[src/common/usu_pkg.sv]
// Purpose: constants, types and helpers for the serial bridge core
// Assumes: 10 MHz ref_clk, apb register access, 32-bit data
// Notes: operation of the core in brief
// Operation
// - baud generator makes a 16x oversampling tick from 48 MHz reference, 14+3 bits
// - bit rate equals 3000000 divided by integer plus fractional divisor
// - integer divisor ranges 2 to 16384, fraction in eighths 0 to 0.875
// - divisor one with zero fraction allowed; divisors between one and two never produced
// - characters of seven or eight data bits are sent and received
// - host bytes queue in a 128-byte transmit fifo feeding the transmitter
// - received characters queue in a 256-byte receive fifo until host reads
// - modem lines rts, cts, dsr, dtr, dcd and ri are provided
// - rts/cts, dtr/dsr or xon/xoff flow control selectable, done in hardware
// - break can be forced on transmit line and is detected on receive
// - every uart line has its own polarity inversion bit
// - rs485_driver_enable is asserted while the transmitter is sending
// - five control bus pins, each with one function picked by configuration
// - tx, rx and traffic led outputs pulse low on data activity
// - suspend_indicator_n shows that the device is in usb suspend
// - a control bus pin can output a 48, 24, 12 or 6 MHz clock
// - clock outputs stop toggling during usb suspend
// - up to four control bus pins serve as gpio alongside the uart
// - async bit-bang turns the eight uart lines into one 8-bit port
// - async bit-bang applies host bytes in turn, paced by the baud timer
// - bit-bang modes pulse read_strobe_n and write_strobe_n on port accesses
// - sync bit-bang samples the port only when a byte is written
// - power_enable_n low once configured, high again during usb suspend
package usu_pkg;
	localparam int ADDR_W = 8;
	localparam logic [7:0] OFF_DATA = 8'h00;
	localparam logic [7:0] OFF_BAUD = 8'h04;
	localparam logic [7:0] OFF_LINE = 8'h08;
	localparam logic [7:0] OFF_MODEM = 8'h0c;
	localparam logic [7:0] OFF_STATUS = 8'h10;
	localparam logic [7:0] OFF_INVERT = 8'h14;
	localparam logic [7:0] OFF_CONTROL_BUS_PINS = 8'h18;
	localparam logic [7:0] OFF_BITBANG = 8'h1c;
	localparam logic [7:0] OFF_GPIO = 8'h20;
	localparam logic [7:0] OFF_USB = 8'h24;
	localparam int TX_FIFO_BYTES = 128;
	localparam int RX_FIFO_BYTES = 256;
	localparam int RX_ROOM_BYTES = 32;
	// baud arithmetic: divisor in eighths, scaled so 48/10 MHz is an integer step
	localparam int REF_MHZ = 48;
	localparam int CLK_MHZ = 10;
	localparam int DIV_SCALE = 10;
	localparam int BAUD_STEP = REF_MHZ * 8 * DIV_SCALE / CLK_MHZ;
	localparam logic [17:0] DIV_MAX_E8 = 18'h20000;
	localparam logic [17:0] DIV_ONE_E8 = 18'h00008;
	localparam logic [13:0] BAUD_N_RST = 14'h001a;
	localparam int LED_PULSE_MS = 50;
	localparam int LED_PULSE_CYC = LED_PULSE_MS * CLK_MHZ * 1000;
	localparam logic [19:0] CONTROL_BUS_PINS_SEL_RST = 20'h51032;
	localparam logic [7:0] UART_OE_N = 8'hea;
	localparam logic [7:0] XON_CHAR = 8'h11;
	localparam logic [7:0] XOFF_CHAR = 8'h13;
	// status bit positions
	localparam int ST_BRK = 9;
	localparam int ST_ERR = 10;
	localparam int ST_OVF = 11;
	localparam logic [1:0] FLOW_NONE = 2'h0;
	localparam logic [1:0] FLOW_RTSCTS = 2'h1;
	localparam logic [1:0] FLOW_DTRDSR = 2'h2;
	localparam logic [1:0] FLOW_XON = 2'h3;
	localparam logic [2:0] PAR_NONE = 3'h0;
	localparam logic [2:0] PAR_ODD = 3'h1;
	localparam logic [2:0] PAR_EVEN = 3'h2;
	localparam logic [2:0] PAR_MARK = 3'h3;
	localparam logic [1:0] BB_OFF = 2'h0;
	localparam logic [1:0] BB_ASYNC = 2'h1;
	localparam logic [1:0] BB_SYNC = 2'h2;
	typedef enum logic [3:0] {
		CB_RS485_DRIVER_ENABLE = 4'h0, CB_POWER_ENABLE_N = 4'h1, CB_TX_ACTIVITY_LED_N = 4'h2, CB_RX_ACTIVITY_LED_N = 4'h3,
		CB_TRAFFIC = 4'h4, CB_SLEEP = 4'h5, CB_CLOCK_OUT_48MHZ = 4'h6, CB_CLOCK_OUT_24MHZ = 4'h7,
		CB_CLOCK_OUT_12MHZ = 4'h8, CB_CLOCK_OUT_6MHZ = 4'h9, CB_GPIO = 4'ha, CB_WRSTB = 4'hb, CB_RDSTB = 4'hc
	} usu_control_bus_pins_t;
	typedef enum logic [4:0] {
		F_IDLE = 5'b00001, F_START = 5'b00010, F_DATA = 5'b00100,
		F_PAR = 5'b01000, F_STOP = 5'b10000
	} usu_frame_t;
	typedef struct packed {
		logic [1:0] flow;
		logic brk;
		logic stop2;
		logic [2:0] parity;
		logic data7;
	} usu_line_t;
	function automatic logic usu_parity(input logic [2:0] code, input logic x);
		case (code)
			PAR_ODD: usu_parity = ~x;
			PAR_EVEN: usu_parity = x;
			PAR_MARK: usu_parity = 1'b1;
			default: usu_parity = 1'b0;
		endcase
	endfunction
endpackage

[src/hdl/usu_uart_core.sv]
// Purpose: serial core of a usb-to-serial bridge behind an apb slave
// Assumes: fifo depths are powers of two; apb answers with one wait state
// Notes: ref_clk is far below 48 MHz, so clocks and baud ticks are scaled
//
// Design decisions made here: the APB register port and the placing of the registers.
`timescale 1ns/100ps
module usu_uart_core import usu_pkg::*; #(
	parameter int TX_DEPTH = TX_FIFO_BYTES,
	parameter int RX_DEPTH = RX_FIFO_BYTES,
	parameter int RX_MARGIN = RX_ROOM_BYTES,
	parameter int LED_PULSE = LED_PULSE_CYC
) (
	// clock and reset
	input wire logic ref_clk,
	input wire logic srst,
	// apb slave
	input wire logic psel,
	input wire logic penable,
	input wire logic pwrite,
	input wire logic [ADDR_W-1:0] paddr,
	input wire logic [31:0] pwdata,
	output logic [31:0] prdata,
	output logic pready,
	output logic pslverr,
	// uart lines / bit-bang port: 0 txd 1 rxd 2 rts 3 cts 4 dtr 5 dsr 6 dcd 7 ri
	input wire logic [7:0] port_in,
	output logic [7:0] port_out,
	output logic [7:0] port_oe_n,
	// control bus pins
	input wire logic [4:0] control_bus_pins_in,
	output logic [4:0] control_bus_pins,
	output logic [4:0] control_bus_oe_n
);
	localparam int TXA_W = $clog2(TX_DEPTH);
	localparam int RXA_W = $clog2(RX_DEPTH);
	localparam int TXC_W = TXA_W + 1;
	localparam int RXC_W = RXA_W + 1;

	// ----------------------------------------------------------------
	// registers and apb
	// ----------------------------------------------------------------
	logic [13:0] div_n;
	logic [2:0] div_f;
	usu_line_t line;
	logic [1:0] modem;
	logic [7:0] inv;
	logic [19:0] control_bus_pins_sel;
	logic [1:0] bb_mode;
	logic [7:0] bb_dir;
	logic [3:0] gpio_out, gpio_dir;
	logic usb_cfg, usb_susp;
	logic brk_seen, line_err, tx_ovf, xoff_hold;
	logic [12:0] sy1, sy2, sy3, pin_f;
	logic [TXA_W-1:0] tx_wr, tx_rd;
	logic [RXA_W-1:0] rx_wr, rx_rd;
	logic [TXC_W-1:0] tx_cnt;
	logic [RXC_W-1:0] rx_cnt;
	logic [7:0] tx_mem [TX_DEPTH];
	logic [7:0] rx_mem [RX_DEPTH];
	logic [31:0] rd_val;
	logic addr_ok, apb_done, apb_wr;
	logic [7:0] in_l;
	logic rxd, cts_ok, dsr_ok, dcd_on, ri_on;
	logic tx_full, rx_full, tx_push, rx_pop, rx_push, rx_push_u, tx_pop, rx_room;

	assign apb_done = psel & penable & pready;
	assign apb_wr = apb_done & pwrite & addr_ok;
	assign addr_ok = (paddr <= OFF_USB) && (paddr[1:0] == 2'b00);
	assign tx_full = tx_cnt == TXC_W'(TX_DEPTH);
	assign rx_full = rx_cnt == RXC_W'(RX_DEPTH);
	assign tx_push = apb_wr & (paddr == OFF_DATA);
	assign rx_pop = apb_done & ~pwrite & (paddr == OFF_DATA) & (rx_cnt != '0);

	always_comb begin
		rd_val = 32'h0;
		case (paddr)
			OFF_DATA: rd_val[7:0] = rx_mem[rx_rd];
			OFF_BAUD: rd_val[16:0] = {div_f, div_n};
			OFF_LINE: rd_val[7:0] = line;
			OFF_MODEM: rd_val[1:0] = modem;
			OFF_STATUS: rd_val[11:0] = {tx_ovf, line_err, brk_seen, xoff_hold,
				ri_on, dcd_on, dsr_ok, cts_ok, rx_cnt == '0, rx_full, tx_cnt == '0, tx_full};
			OFF_INVERT: rd_val[7:0] = inv;
			OFF_CONTROL_BUS_PINS: rd_val[19:0] = control_bus_pins_sel;
			OFF_BITBANG: rd_val[15:0] = {bb_dir, 6'h00, bb_mode};
			OFF_GPIO: rd_val[11:0] = {pin_f[11:8], gpio_dir, gpio_out};
			OFF_USB: rd_val[1:0] = {usb_susp, usb_cfg};
			default: rd_val = 32'h0;
		endcase
	end

	// one wait state: pready rises in the second access cycle
	always_ff @(posedge ref_clk) begin
		if (srst) begin
			pready <= 1'b0;
			pslverr <= 1'b0;
			prdata <= 32'h0;
		end else begin
			pready <= psel & penable & ~pready;
			pslverr <= psel & penable & ~pready & ~addr_ok;
			prdata <= (psel & penable & ~pready & ~pwrite) ? rd_val : 32'h0;
		end
	end

	always_ff @(posedge ref_clk) begin
		if (srst) begin
			div_n <= BAUD_N_RST;
			div_f <= 3'h0;
			line <= '0;
			modem <= 2'h0;
			inv <= 8'h00;
			control_bus_pins_sel <= CONTROL_BUS_PINS_SEL_RST;
			bb_mode <= BB_OFF;
			bb_dir <= 8'h00;
			gpio_out <= 4'h0;
			gpio_dir <= 4'h0;
			usb_cfg <= 1'b0;
			usb_susp <= 1'b0;
		end else if (apb_wr) begin
			case (paddr)
				OFF_BAUD: {div_f, div_n} <= pwdata[16:0];
				OFF_LINE: line <= pwdata[7:0];
				OFF_MODEM: modem <= pwdata[1:0];
				OFF_INVERT: inv <= pwdata[7:0];
				OFF_CONTROL_BUS_PINS: control_bus_pins_sel <= pwdata[19:0];
				OFF_BITBANG: {bb_dir, bb_mode} <= {pwdata[15:8], pwdata[1:0]};
				OFF_GPIO: {gpio_dir, gpio_out} <= pwdata[7:0];
				OFF_USB: {usb_susp, usb_cfg} <= pwdata[1:0];
				default: ;
			endcase
		end
	end

	// ----------------------------------------------------------------
	// pin input synchronisers
	// ----------------------------------------------------------------
	always_ff @(posedge ref_clk) begin
		if (srst) begin
			sy1 <= 13'h1fff;
			sy2 <= 13'h1fff;
			sy3 <= 13'h1fff;
			pin_f <= 13'h1fff;
		end else begin
			sy1 <= {control_bus_pins_in, port_in};
			sy2 <= sy1;
			sy3 <= sy2;
			pin_f <= (sy2 & sy3) | (pin_f & (sy2 ^ sy3));
		end
	end

	// modem lines idle high at the pin and are active low
	assign in_l = pin_f[7:0] ^ inv;
	assign rxd = in_l[1];
	assign cts_ok = ~in_l[3];
	assign dsr_ok = ~in_l[5];
	assign dcd_on = ~in_l[6];
	assign ri_on = ~in_l[7];

	// ----------------------------------------------------------------
	// baud generator
	// ----------------------------------------------------------------
	logic [17:0] div_e8;
	logic [21:0] d10, acc, acc_sum;
	logic tick16, pace;
	logic [3:0] pace_cnt;

	always_comb begin
		if (div_n == 14'h0) begin
			div_e8 = DIV_MAX_E8;
		end else if (div_n == 14'h1) begin
			div_e8 = DIV_ONE_E8;
		end else begin
			div_e8 = {1'b0, div_n, div_f};
		end
	end
	assign d10 = {4'h0, div_e8} * 22'(DIV_SCALE);
	assign acc_sum = acc + 22'(BAUD_STEP);

	// 16x tick = 48 MHz / divisor, so bit rate = 3 MHz / divisor; limited to ref_clk
	always_ff @(posedge ref_clk) begin
		if (srst || (apb_wr && paddr == OFF_BAUD)) begin
			acc <= 22'h0;
			tick16 <= 1'b0;
		end else if (acc_sum >= d10) begin
			acc <= acc_sum - d10;
			tick16 <= 1'b1;
		end else begin
			acc <= acc_sum;
			tick16 <= 1'b0;
		end
	end

	always_ff @(posedge ref_clk) begin
		if (srst) begin
			pace_cnt <= 4'h0;
		end else if (tick16) begin
			pace_cnt <= pace_cnt + 4'h1;
		end
	end
	assign pace = tick16 & (pace_cnt == 4'hf);

	// ----------------------------------------------------------------
	// fifos
	// ----------------------------------------------------------------
	logic tx_push_ok, rx_push_ok;
	logic [7:0] rx_din, rx_byte, tx_head;
	logic bb_act, bb_pop, bb_sample;
	assign tx_push_ok = tx_push & ~tx_full;
	assign rx_push_ok = rx_push & ~rx_full;
	assign tx_head = tx_mem[tx_rd];

	always_ff @(posedge ref_clk) begin
		if (srst) begin
			tx_wr <= '0;
			tx_rd <= '0;
			tx_cnt <= '0;
		end else begin
			if (tx_push_ok) begin
				tx_mem[tx_wr] <= pwdata[7:0];
				tx_wr <= tx_wr + TXA_W'(1);
			end
			if (tx_pop) begin
				tx_rd <= tx_rd + TXA_W'(1);
			end
			tx_cnt <= tx_cnt + TXC_W'(tx_push_ok) - TXC_W'(tx_pop);
		end
	end

	always_ff @(posedge ref_clk) begin
		if (srst) begin
			rx_wr <= '0;
			rx_rd <= '0;
			rx_cnt <= '0;
		end else begin
			if (rx_push_ok) begin
				rx_mem[rx_wr] <= rx_din;
				rx_wr <= rx_wr + RXA_W'(1);
			end
			if (rx_pop) begin
				rx_rd <= rx_rd + RXA_W'(1);
			end
			rx_cnt <= rx_cnt + RXC_W'(rx_push_ok) - RXC_W'(rx_pop);
		end
	end
	assign rx_room = rx_cnt < RXC_W'(RX_DEPTH - RX_MARGIN);

	// ----------------------------------------------------------------
	// transmitter
	// ----------------------------------------------------------------
	usu_frame_t tx_st, rx_st;
	logic [3:0] tx_sub, rx_sub;
	logic [2:0] tx_bit, rx_bit, last_bit;
	logic [7:0] tx_sh, rx_sh;
	logic tx_line, tx_par, tx_stops, tx_busy, flow_ok, tx_go, tx_end;
	assign last_bit = line.data7 ? 3'd6 : 3'd7;
	assign tx_end = tick16 & (tx_sub == 4'hf);

	always_comb begin
		case (line.flow)
			FLOW_RTSCTS: flow_ok = cts_ok;
			FLOW_DTRDSR: flow_ok = dsr_ok;
			FLOW_XON: flow_ok = ~xoff_hold;
			default: flow_ok = 1'b1;
		endcase
	end
	assign tx_go = ~bb_act & (tx_cnt != '0) & flow_ok & ~line.brk;

	always_ff @(posedge ref_clk) begin
		if (srst) begin
			tx_st <= F_IDLE;
			tx_sub <= 4'h0;
			tx_bit <= 3'h0;
			tx_sh <= 8'h00;
			tx_line <= 1'b1;
			tx_par <= 1'b0;
			tx_stops <= 1'b0;
		end else begin
			if (tx_st != F_IDLE && tick16) begin
				tx_sub <= tx_sub + 4'h1;
			end
			case (tx_st)
				F_IDLE: if (tx_go) begin
					tx_sh <= tx_head;
					tx_par <= usu_parity(line.parity, line.data7 ? ^tx_head[6:0] : ^tx_head);
					tx_line <= 1'b0;
					tx_sub <= 4'h0;
					tx_st <= F_START;
				end
				F_START: if (tx_end) begin
					tx_line <= tx_sh[0];
					tx_bit <= 3'h0;
					tx_st <= F_DATA;
				end
				F_DATA: if (tx_end) begin
					if (tx_bit != last_bit) begin
						tx_bit <= tx_bit + 3'h1;
						tx_sh <= tx_sh >> 1;
						tx_line <= tx_sh[1];
					end else if (line.parity != PAR_NONE) begin
						tx_line <= tx_par;
						tx_st <= F_PAR;
					end else begin
						tx_line <= 1'b1;
						tx_stops <= line.stop2;
						tx_st <= F_STOP;
					end
				end
				F_PAR: if (tx_end) begin
					tx_line <= 1'b1;
					tx_stops <= line.stop2;
					tx_st <= F_STOP;
				end
				F_STOP: if (tx_end) begin
					if (tx_stops) begin
						tx_stops <= 1'b0;
					end else begin
						tx_st <= F_IDLE;
					end
				end
				default: tx_st <= F_IDLE;
			endcase
		end
	end
	assign tx_pop = (tx_st == F_IDLE && tx_go) | bb_pop;

	// ----------------------------------------------------------------
	// receiver
	// ----------------------------------------------------------------
	logic rx_zero, rx_perr, rx_hold, rx_end, rx_ctrl, rx_brk;
	assign rx_end = tick16 & (rx_sub == 4'hf);
	assign rx_byte = line.data7 ? {1'b0, rx_sh[7:1]} : rx_sh;
	assign rx_ctrl = (line.flow == FLOW_XON) && (rx_byte == XON_CHAR || rx_byte == XOFF_CHAR);
	assign rx_brk = (rx_st == F_STOP) & rx_end & ~rxd & rx_zero;
	assign rx_push_u = (rx_st == F_STOP) & rx_end & ~rx_brk & ~rx_ctrl;
	assign rx_push = (rx_push_u & ~bb_act) | bb_sample;
	assign rx_din = bb_sample ? pin_f[7:0] : rx_byte;

	always_ff @(posedge ref_clk) begin
		if (srst) begin
			rx_st <= F_IDLE;
			rx_sub <= 4'h0;
			rx_bit <= 3'h0;
			rx_sh <= 8'h00;
			rx_zero <= 1'b0;
			rx_perr <= 1'b0;
			rx_hold <= 1'b0;
		end else begin
			if (rx_st != F_IDLE && tick16) begin
				rx_sub <= rx_sub + 4'h1;
			end
			if (rxd) begin
				rx_hold <= 1'b0;
			end
			case (rx_st)
				F_IDLE: if (tick16 && !rxd && !rx_hold && !bb_act) begin
					rx_sub <= 4'h0;
					rx_st <= F_START;
				end
				F_START: if (tick16 && rx_sub == 4'h7) begin
					rx_sub <= 4'h0;
					rx_bit <= 3'h0;
					rx_zero <= 1'b1;
					rx_perr <= 1'b0;
					rx_st <= rxd ? F_IDLE : F_DATA;
				end
				F_DATA: if (rx_end) begin
					rx_sh <= {rxd, rx_sh[7:1]};
					rx_zero <= rx_zero & ~rxd;
					rx_bit <= rx_bit + 3'h1;
					if (rx_bit == last_bit) begin
						rx_st <= (line.parity != PAR_NONE) ? F_PAR : F_STOP;
					end
				end
				F_PAR: if (rx_end) begin
					rx_perr <= rxd != usu_parity(line.parity, ^rx_byte);
					rx_zero <= rx_zero & ~rxd;
					rx_st <= F_STOP;
				end
				F_STOP: if (rx_end) begin
					rx_hold <= rx_brk; // wait for idle before hunting again
					rx_st <= F_IDLE;
				end
				default: rx_st <= F_IDLE;
			endcase
		end
	end

	// sticky flags: a new event wins over a software clear in the same cycle
	logic clr_st;
	assign clr_st = apb_wr & (paddr == OFF_STATUS);
	always_ff @(posedge ref_clk) begin
		if (srst) begin
			brk_seen <= 1'b0;
			line_err <= 1'b0;
			tx_ovf <= 1'b0;
			xoff_hold <= 1'b0;
		end else begin
			brk_seen <= rx_brk | (brk_seen & ~(clr_st & pwdata[ST_BRK]));
			line_err <= (rx_push_u & (~rxd | rx_perr)) | (line_err & ~(clr_st & pwdata[ST_ERR]));
			tx_ovf <= (tx_push & tx_full) | (tx_ovf & ~(clr_st & pwdata[ST_OVF]));
			if (line.flow != FLOW_XON) begin
				xoff_hold <= 1'b0;
			end else if (rx_st == F_STOP && rx_end && rx_ctrl) begin
				xoff_hold <= rx_byte == XOFF_CHAR;
			end
		end
	end

	// ----------------------------------------------------------------
	// bit-bang port
	// ----------------------------------------------------------------
	logic [7:0] bb_out;
	logic wr_strobe_n, rd_strobe_n;
	assign bb_act = bb_mode == BB_ASYNC || bb_mode == BB_SYNC;
	assign bb_pop = bb_act & pace & (tx_cnt != '0);
	assign bb_sample = bb_act & pace & ((bb_mode == BB_ASYNC) | (tx_cnt != '0));

	always_ff @(posedge ref_clk) begin
		if (srst) begin
			bb_out <= 8'hff;
			wr_strobe_n <= 1'b1;
			rd_strobe_n <= 1'b1;
		end else begin
			if (bb_pop) begin
				bb_out <= tx_head;
			end
			wr_strobe_n <= ~bb_pop;
			rd_strobe_n <= ~bb_sample;
		end
	end

	// ----------------------------------------------------------------
	// status outputs, leds, clocks
	// ----------------------------------------------------------------
	logic [19:0] txl_cnt, rxl_cnt;
	logic [3:0] clk_div;
	logic power_enable_n, suspend_indicator_n, rs485_driver_enable;
	logic rts_on, dtr_on;

	always_ff @(posedge ref_clk) begin
		if (srst) begin
			txl_cnt <= 20'h0;
			rxl_cnt <= 20'h0;
			clk_div <= 4'h0;
			tx_busy <= 1'b0;
			power_enable_n <= 1'b1;
			suspend_indicator_n <= 1'b1;
		end else begin
			txl_cnt <= tx_pop ? 20'(LED_PULSE) : txl_cnt - 20'(txl_cnt != 20'h0);
			rxl_cnt <= rx_push_ok ? 20'(LED_PULSE) : rxl_cnt - 20'(rxl_cnt != 20'h0);
			if (!usb_susp) begin
				clk_div <= clk_div + 4'h1;
			end
			tx_busy <= tx_st != F_IDLE;
			power_enable_n <= ~(usb_cfg & ~usb_susp);
			suspend_indicator_n <= ~usb_susp;
		end
	end
	assign rs485_driver_enable = tx_busy;
	assign rts_on = modem[0] & (line.flow != FLOW_RTSCTS | rx_room);
	assign dtr_on = modem[1] & (line.flow != FLOW_DTRDSR | rx_room);

	logic [4:0] cb_o, cb_oe_n;
	logic [7:0] uart_o;
	logic tx_activity_led_n, rx_activity_led_n, traffic_led_n;
	assign tx_activity_led_n = txl_cnt == 20'h0;
	assign rx_activity_led_n = rxl_cnt == 20'h0;
	assign traffic_led_n = tx_activity_led_n & rx_activity_led_n;

	always_comb begin
		for (int i = 0; i < 5; i++) begin
			cb_oe_n[i] = 1'b0;
			case (usu_control_bus_pins_t'(control_bus_pins_sel[i*4 +: 4]))
				CB_RS485_DRIVER_ENABLE: cb_o[i] = rs485_driver_enable;
				CB_POWER_ENABLE_N: cb_o[i] = power_enable_n;
				CB_TX_ACTIVITY_LED_N: cb_o[i] = tx_activity_led_n;
				CB_RX_ACTIVITY_LED_N: cb_o[i] = rx_activity_led_n;
				CB_TRAFFIC: cb_o[i] = traffic_led_n;
				CB_SLEEP: cb_o[i] = suspend_indicator_n;
				CB_CLOCK_OUT_48MHZ: cb_o[i] = clk_div[0];
				CB_CLOCK_OUT_24MHZ: cb_o[i] = clk_div[1];
				CB_CLOCK_OUT_12MHZ: cb_o[i] = clk_div[2];
				CB_CLOCK_OUT_6MHZ: cb_o[i] = clk_div[3];
				CB_WRSTB: cb_o[i] = wr_strobe_n;
				CB_RDSTB: cb_o[i] = rd_strobe_n;
				CB_GPIO: begin
					cb_o[i] = (i < 4) ? gpio_out[i%4] : 1'b1;
					cb_oe_n[i] = (i < 4) ? ~gpio_dir[i%4] : 1'b1;
				end
				default: begin
					cb_o[i] = 1'b1;
					cb_oe_n[i] = 1'b1;
				end
			endcase
		end
	end

	always_comb begin
		uart_o = 8'hff;
		uart_o[0] = tx_line & ~line.brk;
		uart_o[2] = ~rts_on;
		uart_o[4] = ~dtr_on;
	end

	always_ff @(posedge ref_clk) begin
		if (srst) begin
			port_out <= 8'hff;
			port_oe_n <= 8'hff;
			control_bus_pins <= 5'h1f;
			control_bus_oe_n <= 5'h1f;
		end else begin
			port_out <= bb_act ? bb_out : uart_o ^ inv;
			port_oe_n <= bb_act ? ~bb_dir : UART_OE_N;
			control_bus_pins <= cb_o;
			control_bus_oe_n <= cb_oe_n;
		end
	end
endmodule

[config.mk]
export PLATFORM = sky130hd
export DESIGN_NAME = usu_uart_core
export DESIGN_NICKNAME = d
export VERILOG_FILES = /design/src/common/usu_pkg.sv /design/src/hdl/usu_uart_core.sv
export SDC_FILE = /design/constraint.sdc
export NUM_CORES = 2
export LEC_CHECK = 0
export ABC_AREA = 1
export BUFFER_PORTS_ARGS = -buffer_cell sky130_fd_sc_hd__buf_2
export CORE_MARGIN = 3
export CORE_UTILIZATION = 55
export CTS_BUF_LIST = sky130_fd_sc_hd__clkbuf_8
export DETAILED_ROUTE_END_ITERATION = 8
export PLACE_DENSITY = 0.82
export SYNTH_ARGS = -nofsm -noshare
export SYNTH_HDL_FRONTEND = slang
export SYNTH_SLANG_ARGS = --single-unit
[constraint.sdc]
create_clock -name ref_clk -period 13.6 [get_ports ref_clk]
set_input_delay 2.04 -clock ref_clk [delete_from_list [all_inputs] [get_ports ref_clk]]
set_output_delay 2.04 -clock ref_clk [all_outputs]
set_load 0.02 [all_outputs]
# Yosys cells after proc, flatten, opt, wreduce, memory -nomap -nowiden
# Memory sizes are Yosys's and may differ from the RTL's. A register that Yosys moved wholly into a read port is not among the register bits.
# Cells that the tools add are included.
# word_totals
register_bits,368
ram_bits,3072
inputBits,58
output_inout_bits,60
elab_cells,478
n_memories,2
# mem_list
name,words,width,read_ports,rd_clocked_by_memory_dff,write_ports,line_no,source
rx_mem,256,8,1,1,1,usu_uart_core.sv:59,logic [7:0] rx_mem [RX_DEPTH];
tx_mem,128,8,1,1,1,usu_uart_core.sv:58,logic [7:0] tx_mem [TX_DEPTH];
# classes
n_addsub,18
n_mul,1
magnitude_cmp,3
eq_ne,119
n_mux,100
bitwise,91
reduce_logical,76
# ops
operator,n
"== test 4 bit, second input constant",27
"== test 4 x 3 -> 1 bit, second input constant",21
2-to-1 mux 5 bit,15
2-to-1 mux 8 bit,8
OR reduction 12 bit,5
case mux 1 bit (13 select lines),4
case mux 5 bit (5 select lines),2
"== test 8 x 5 -> 1 bit, second input constant",6
AND 1 bit,43
case mux 6 bit (7 select lines),1
"== test 4 x 2 -> 1 bit, second input constant",10
logical NOT 20 bit,2
nonzero test 20 bit,2
subtractor 20 x 1 -> 20 bit,2
2-to-1 mux 19 bit,2
"inequality test 2 bit, second input constant",17
inverter 1 bit,32
2-to-1 mux 1 bit,31
AND 13 bit,2
2-to-1 mux 4 bit,6
"adder 22 x 9 -> 22 bit, second input constant",1
>= comparator 22 bit,1
2-to-1 mux 22 bit,1
subtractor 22 bit,1
other kinds (74),166

# Logic depth before layout (Yosys ltp)
# logic_depth
depth_word,14
depth_mapped,34
depth_no_buf,33

# Least setup slack after synthesis
# OpenSTA, ideal clock, no wires.
# synth_path
path_type,register to register
start,register bb_mode[1]
end,"memory rx_mem[0][1], data pin"
arrival_time_ns,11.370
t_required_ns,11.412
slack_ns,0.041
path_stages_with_launch,10
n_path_buf,1
path_cell_list,dfxtp_1 inv_1 ha_1 inv_1 nand2_1 nor2_1 o21ai_0 inv_1 clkbuf_1 o21ai_0
# synth_via
elab_chain_cells,5
word_cells_on_any_way,7
cone_classes,eq/ne (2); mux (1); bitwise (3); reduce/logical (1)
# synth_rtl
item,line_no,source
from (decl),usu_uart_core.sv:48,logic [1:0] bb_mode;
from (signal assigned),usu_uart_core.sv:126,"OFF_BITBANG: {bb_dir, bb_mode} <= {pwdata[15:8], pwdata[1:0]};"
== test 2 x 1 -> 1 bit / == test 2 bit (equally long branches),"usu_uart_core.sv:414, usu_uart_core.sv:416",
logical OR 1 bit,usu_uart_core.sv:414,assign bb_act = bb_mode == BB_ASYNC || bb_mode == BB_SYNC;
AND 1 bit,usu_uart_core.sv:416,assign bb_sample = bb_act & pace & ((bb_mode == BB_ASYNC) | (tx_cnt != '0));
AND 1 bit (*),usu_uart_core.sv:416,
2-to-1 mux 8 bit (*),usu_uart_core.sv:336,assign rx_din = bb_sample ? pin_f[7:0] : rx_byte;
net rx_din[1],usu_uart_core.sv:206,"logic [7:0] rx_din, rx_byte, tx_head;"
to (decl),usu_uart_core.sv:59,
# The timed path passes the listed nets; every way through them passes the cells marked *.

# Worst setup path in the final report
# layout_path
start,register line[0] (netlist bit)
end,"memory rx_mem[207][3], enable pin"
# layout_via
elab_chain_cells,12
word_cells_on_any_way,13
cone_classes,eq/ne (2); mux (4); bitwise (5); reduce/logical (2)
# layout_rtl
item,line_no,source
from (decl),usu_uart_core.sv:44,usu_line_t line;
from (signal assigned),usu_uart_core.sv:122,OFF_LINE: line <= pwdata[7:0];
2-to-1 mux 8 bit (*),usu_uart_core.sv:331,"assign rx_byte = line.data7 ? {1'b0, rx_sh[7:1]} : rx_sh;"
== test 8 x 5 -> 1 bit,usu_uart_core.sv:332,assign rx_ctrl = (line.flow == FLOW_XON) && (rx_byte == XON_CHAR || rx_byte == XOFF_CHAR);
logical OR 1 bit (*),usu_uart_core.sv:332,
logical AND 1 bit (*),usu_uart_core.sv:332,
inverter 1 bit (*),usu_uart_core.sv:334,assign rx_push_u = (rx_st == F_STOP) & rx_end & ~rx_brk & ~rx_ctrl;
AND 1 bit (*),usu_uart_core.sv:334,
AND 1 bit (*),usu_uart_core.sv:335,assign rx_push = (rx_push_u & ~bb_act) | bb_sample;
bitwise OR 1 bit (*),usu_uart_core.sv:335,
AND 1 bit (*),usu_uart_core.sv:209,assign rx_push_ok = rx_push & ~rx_full;
2-to-1 mux 1 bit (*),usu_uart_core.sv:235,if (rx_push_ok) begin
2-to-1 mux 1 bit (*),usu_uart_core.sv:230,if (srst) begin
2-to-1 mux 1 bit (not written as such) (*),usu_uart_core.sv:236,rx_mem[rx_wr] <= rx_din;
# Every way passes the cells marked *; elsewhere a longest branch is shown, timed or not.

==> metrics.sh <==
HOLDBUFCOUNTCTS=0
FINAL_NET_COUNT=12390
SYNTHESIS.AREA_PER_INSTANCE_SQ_UM=11.5
SYNTH_SEQ_AREA_SHARE_PCT=70.9
PORTBUFFERS=92
WORST_SETUP_PATH_END_KIND='register'
RUN_STATUS='complete, no violations'
FIRST_PASS_GRT_WIRE_LENGTH_UM=541000
FINALSETUPVIOLCOUNT=0
PLACED_CELL_AREA_SQ_MM=0.143
ROUTED_VIA_DENSITY=6.17
VIA_COUNT=98407
CHIPWIDTH_UM=511
SYNTH.TOP_CELLS.BY_COUNT='3,072 x sky130_fd_sc_hd__edfxtp_1, 1,878 x sky130_fd_sc_hd__nor2_1, 1,842 x sky130_fd_sc_hd__nand2_1, 1,332 x sky130_fd_sc_hd__o21ai_0, 1,300 x sky130_fd_sc_hd__nand3_1'
SLEW_VIOLATIONS=0
DRT-PASS1-ITER-COUNT=7
CTSHTREEMAXLEVEL=6
FINALCLOCKSKEW_NS=0.109
NUMBER_OF_BUFFER_AND_INVERTER_INSTANCES_ALONG_THE_WORST_SETUP_PATH=2
MAX_SLEW_MARGIN_PCT=15.6
FINALWORSTSETUPSLACK_NS=7.55
SYNTHTOPCELLSBYAREA='sky130_fd_sc_hd__edfxtp_1 66%, sky130_fd_sc_hd__dfxtp_1 5.2%, sky130_fd_sc_hd__nor2_1 5.0%'
CRIT_ARRIVAL_NS=6.67
SYNTH_AREA_SQ_MM=0.140
IR_DROP_uV=166
CRITPATHTOPFAMILY='simple AND/OR/NAND/NOR gates'
SYNTHARSTFLOPSHARE_PCT=0
CTS_TREE='yes'
FIRST_GLOBAL_VIAS=93611
TIMING.CRITICAL_PATH.SLOWEST_CELL_DELAY_NS=0.95
MOST_INSTANTIATED_LIBRARY_CELL_AFTER_SYNTHESIS='sky130_fd_sc_hd__edfxtp_1'
TIMING.CRITICAL_PATH.REQUIRED_NS=14.22
POST-PLACE-WS_NS=7.09
SYNTH_TOP_CELL_AREA_SHARE_PCT=65.7
START_UTIL_PCT=55.6
SETUP_TNS_NS=0
DIE-AREA_SQ_MM=0.261
CTS_BUFFERS=545
SYNTH-WARNING-COUNT=0
GRTUSAGETOTAL_PCT=26.7
SYNTH_CELLS=12251
WORST_SKEW_PAIR.LATE_LATENCY_NS=1.09
PIN_COUNT_OF_THE_BIGGEST_NET_ENTERING_GLOBAL_ROUTING=225
CLOCK_TREE.ROOT_CELL='sky130_fd_sc_hd__clkbuf_8'
SYNTHFLOPTYPE='sky130_fd_sc_hd__edfxtp_1'
ANT_NETS=0
CELL_ROWS=184
TIMING.FINAL.CRIT_SHARE_PCT=44.5
WL_PER_CELL_UM=22.6
LAYOUT-DRIVE-GT1-SHARE_PCT=7.70
DETAILEDPLACEMENTHPWL_UM=198000
POSTROUTEWIRELENGTH_UM=361000
TIMING.CRITICAL_PATH.CELLS='clkinv_1 -> or2_2 -> o21ai_0 -> inv_1 -> ha_1 -> o211ai_1 -> nor2_1 -> a211oi_1 -> nand2_1 -> nand2_1 -> nand2_2 -> nor3_1 -> nand2_2 -> nor2_1'
POST-PLACE-CELLS=15020
MIN_PERIOD_NS=6.05
CTS_BUFFER_DEPTH=4
CTS_SETUP_BUFFERS=0
DRC_ERRORS=0
IOS=118
FIN_WORST_HOLD_SLACK_NS=0.340
TIMING_WORST_SLEW_PIN_VALUE_NS=1.27
CP-START-KIND='register'
POST-SYNTH-TOP-AREA-CELL='sky130_fd_sc_hd__edfxtp_1'
DRT_FIRST_ITER_VIOLATIONS=14590
PATH_MAX_FANOUT=16
CORE_AREA_SQ_MM=0.253
POST_CTS_RESIZED=0
GRT_ANTENNA_BEFORE_REPAIR=13
DIE_HEIGHT_UM=511
CLKTRANSATPATHREGS_NS=0.06
MAXCAPVIOLATIONS=0
CLKSINKCOUNT=3438
RSZ0062_AT_GRT='false'
POWER.DENSITY_CELL_AREA_mW_PER_MM2=146
CRIT_TYPE='register to register'
FINAL-HOLD-VIOLATION-COUNT=0
FINAL-INSTANCE-COUNT-EXCL-FILL=15959
AREA_DELTA_SYNTH_FINAL_PCT=8.89
GRT-OVFL-TOTAL=0
LEAKAGE_nW=49.9
SYNTH.FF_LATCH_COUNT=3438
CRITPATHSLOWESTCELL='sky130_fd_sc_hd__nor2_1'
PLACE.GP.CONGESTION=0.935
FMAXACHIEVABLE_MHz=165
FINAL_AREA_SQ_MM=0.153
SYNTH_ENABLE_FLOP_CELLS=3072
SYNTH.DISTINCT_CELLS=60
HOLDCRITPATHCLASS='register to register'
## power breakdown
| group | leakage [nW] | switching (mW) | internal, mW |
|---|---|---|---|
| clock | 5.58 | 3.97 | 4.01 |
| sequential | 27.7 | 0.118 | 11.5 |
| combinational | 16.6 | 1.92 | 0.824 |
| total | 49.9 | 6.01 | 16.3 |
## worst paths after layout
path / start / endpoint / slack, ns / cells past startpoint
setup / recovery: line[0] / rx_mem[207][3] / 7.55 / 14
hold / removal: sy1[1] / sy2[1] / 0.34 / 1
setup reg to reg: line[0] / rx_mem[207][3] / 7.55 / 14
hold reg to reg: sy1[1] / sy2[1] / 0.34 / 1
## layout make-up
class | instances | area, sq um
clock buffers | 572 | 7870
diodes | 15 | 37.5
inverters | 338 | 1310
flip-flops and latches | 3438 | 99600
multi-input cells | 7698 | 36600
repair buffers | 198 | 1510
clock inverters | 352 | 1740
well taps | 3348 | 4190
fillers | 18449 | 99700
## state kept, by name, summed over array words and instances, names as in the netlist, 8 cells and up, named ones only
register	cells
rx_mem	2048
tx_mem	1024
acc	21
control_bus_pins_sel	20
prdata	20
rxl_cnt	20
txl_cnt	20
div_n	14
pin_f	12
sy1	12
sy2	12
sy3	12
rx_cnt	9
bb_dir	8
bb_out	8
inv	8
line	8
port_oe_n	8
port_out	8
rx_rd	8
rx_sh	8
rx_wr	8
tx_cnt	8
tx_sh	8
## cell families (layout without fill, tap and decap cells)
family,Yosys count,after routing,share of synthesized area (%)
simple gates,5201,5201,15.4
buf+inv,1127,1460,3.12
flops,3438,3438,70.9
other cells,1,28,0.00267
compound gates,2291,2291,9.03
mux,4,4,0.0285
xor+xnor,76,76,0.474
fa+ha+maj,113,113,1.03
## cells in the final DEF (no fill, tap or decap), types with 12 or more instances in the layout
cell                         Yosys  final
sky130_fd_sc_hd__o221ai_1       12     12
sky130_fd_sc_hd__or2_2          46     46
sky130_fd_sc_hd__ha_1          109    109
sky130_fd_sc_hd__buf_12          0     18
sky130_fd_sc_hd__clkinv_2        0     43
sky130_fd_sc_hd__diode_2         0     15
sky130_fd_sc_hd__edfxtp_1     3072   3072
sky130_fd_sc_hd__o32ai_1        14     14
sky130_fd_sc_hd__clkbuf_8        0    572
sky130_fd_sc_hd__a211oi_1       57     57
sky130_fd_sc_hd__nor2_1       1878   1878
sky130_fd_sc_hd__buf_2          79     83
sky130_fd_sc_hd__inv_6           0     13
sky130_fd_sc_hd__a31oi_1        21     21
sky130_fd_sc_hd__nand2_1      1842   1838
sky130_fd_sc_hd__inv_1         321    494
sky130_fd_sc_hd__nor4_1         18     18
sky130_fd_sc_hd__clkinv_1        9     96
sky130_fd_sc_hd__conb_1          1     13
sky130_fd_sc_hd__xnor2_1        35     35
sky130_fd_sc_hd__buf_4          12     96
sky130_fd_sc_hd__a21oi_1       203    203
sky130_fd_sc_hd__o22ai_1       587    587
sky130_fd_sc_hd__nor3_1         55     55
sky130_fd_sc_hd__nand3_1      1300   1297
sky130_fd_sc_hd__xor2_1         41     41
sky130_fd_sc_hd__nand4_1        18     18
sky130_fd_sc_hd__o21ai_0      1332   1326
sky130_fd_sc_hd__clkinvlp_4      0     12
sky130_fd_sc_hd__dfxtp_1       366    357
sky130_fd_sc_hd__nand2_2        14     16
## through the flow
stage / total power, mW / util, %
floorplan: 13.8 / -
global placement: 14.4 / 56.7
detailed placement: 14.5 / 56.7
CTS: 22.3 / 60.5
global route: 23.2 / 60.5
finish: 22.4 / 60.5
## layer usage
| metal | vias to the layer above | GRT usage (%) | wire (um) |
|---|---|---|---|
| met1 | 46391 | 34.9 | 129000 |
| met5 | - | 0 | 76 |
| met2 | 6926 | 41.2 | 164000 |
| li1 | 43868 | - | - |
| met4 | 12 | 13.6 | 18600 |
| met3 | 1210 | 7.21 | 48800 |
Power figures use the tool's default switching activity.
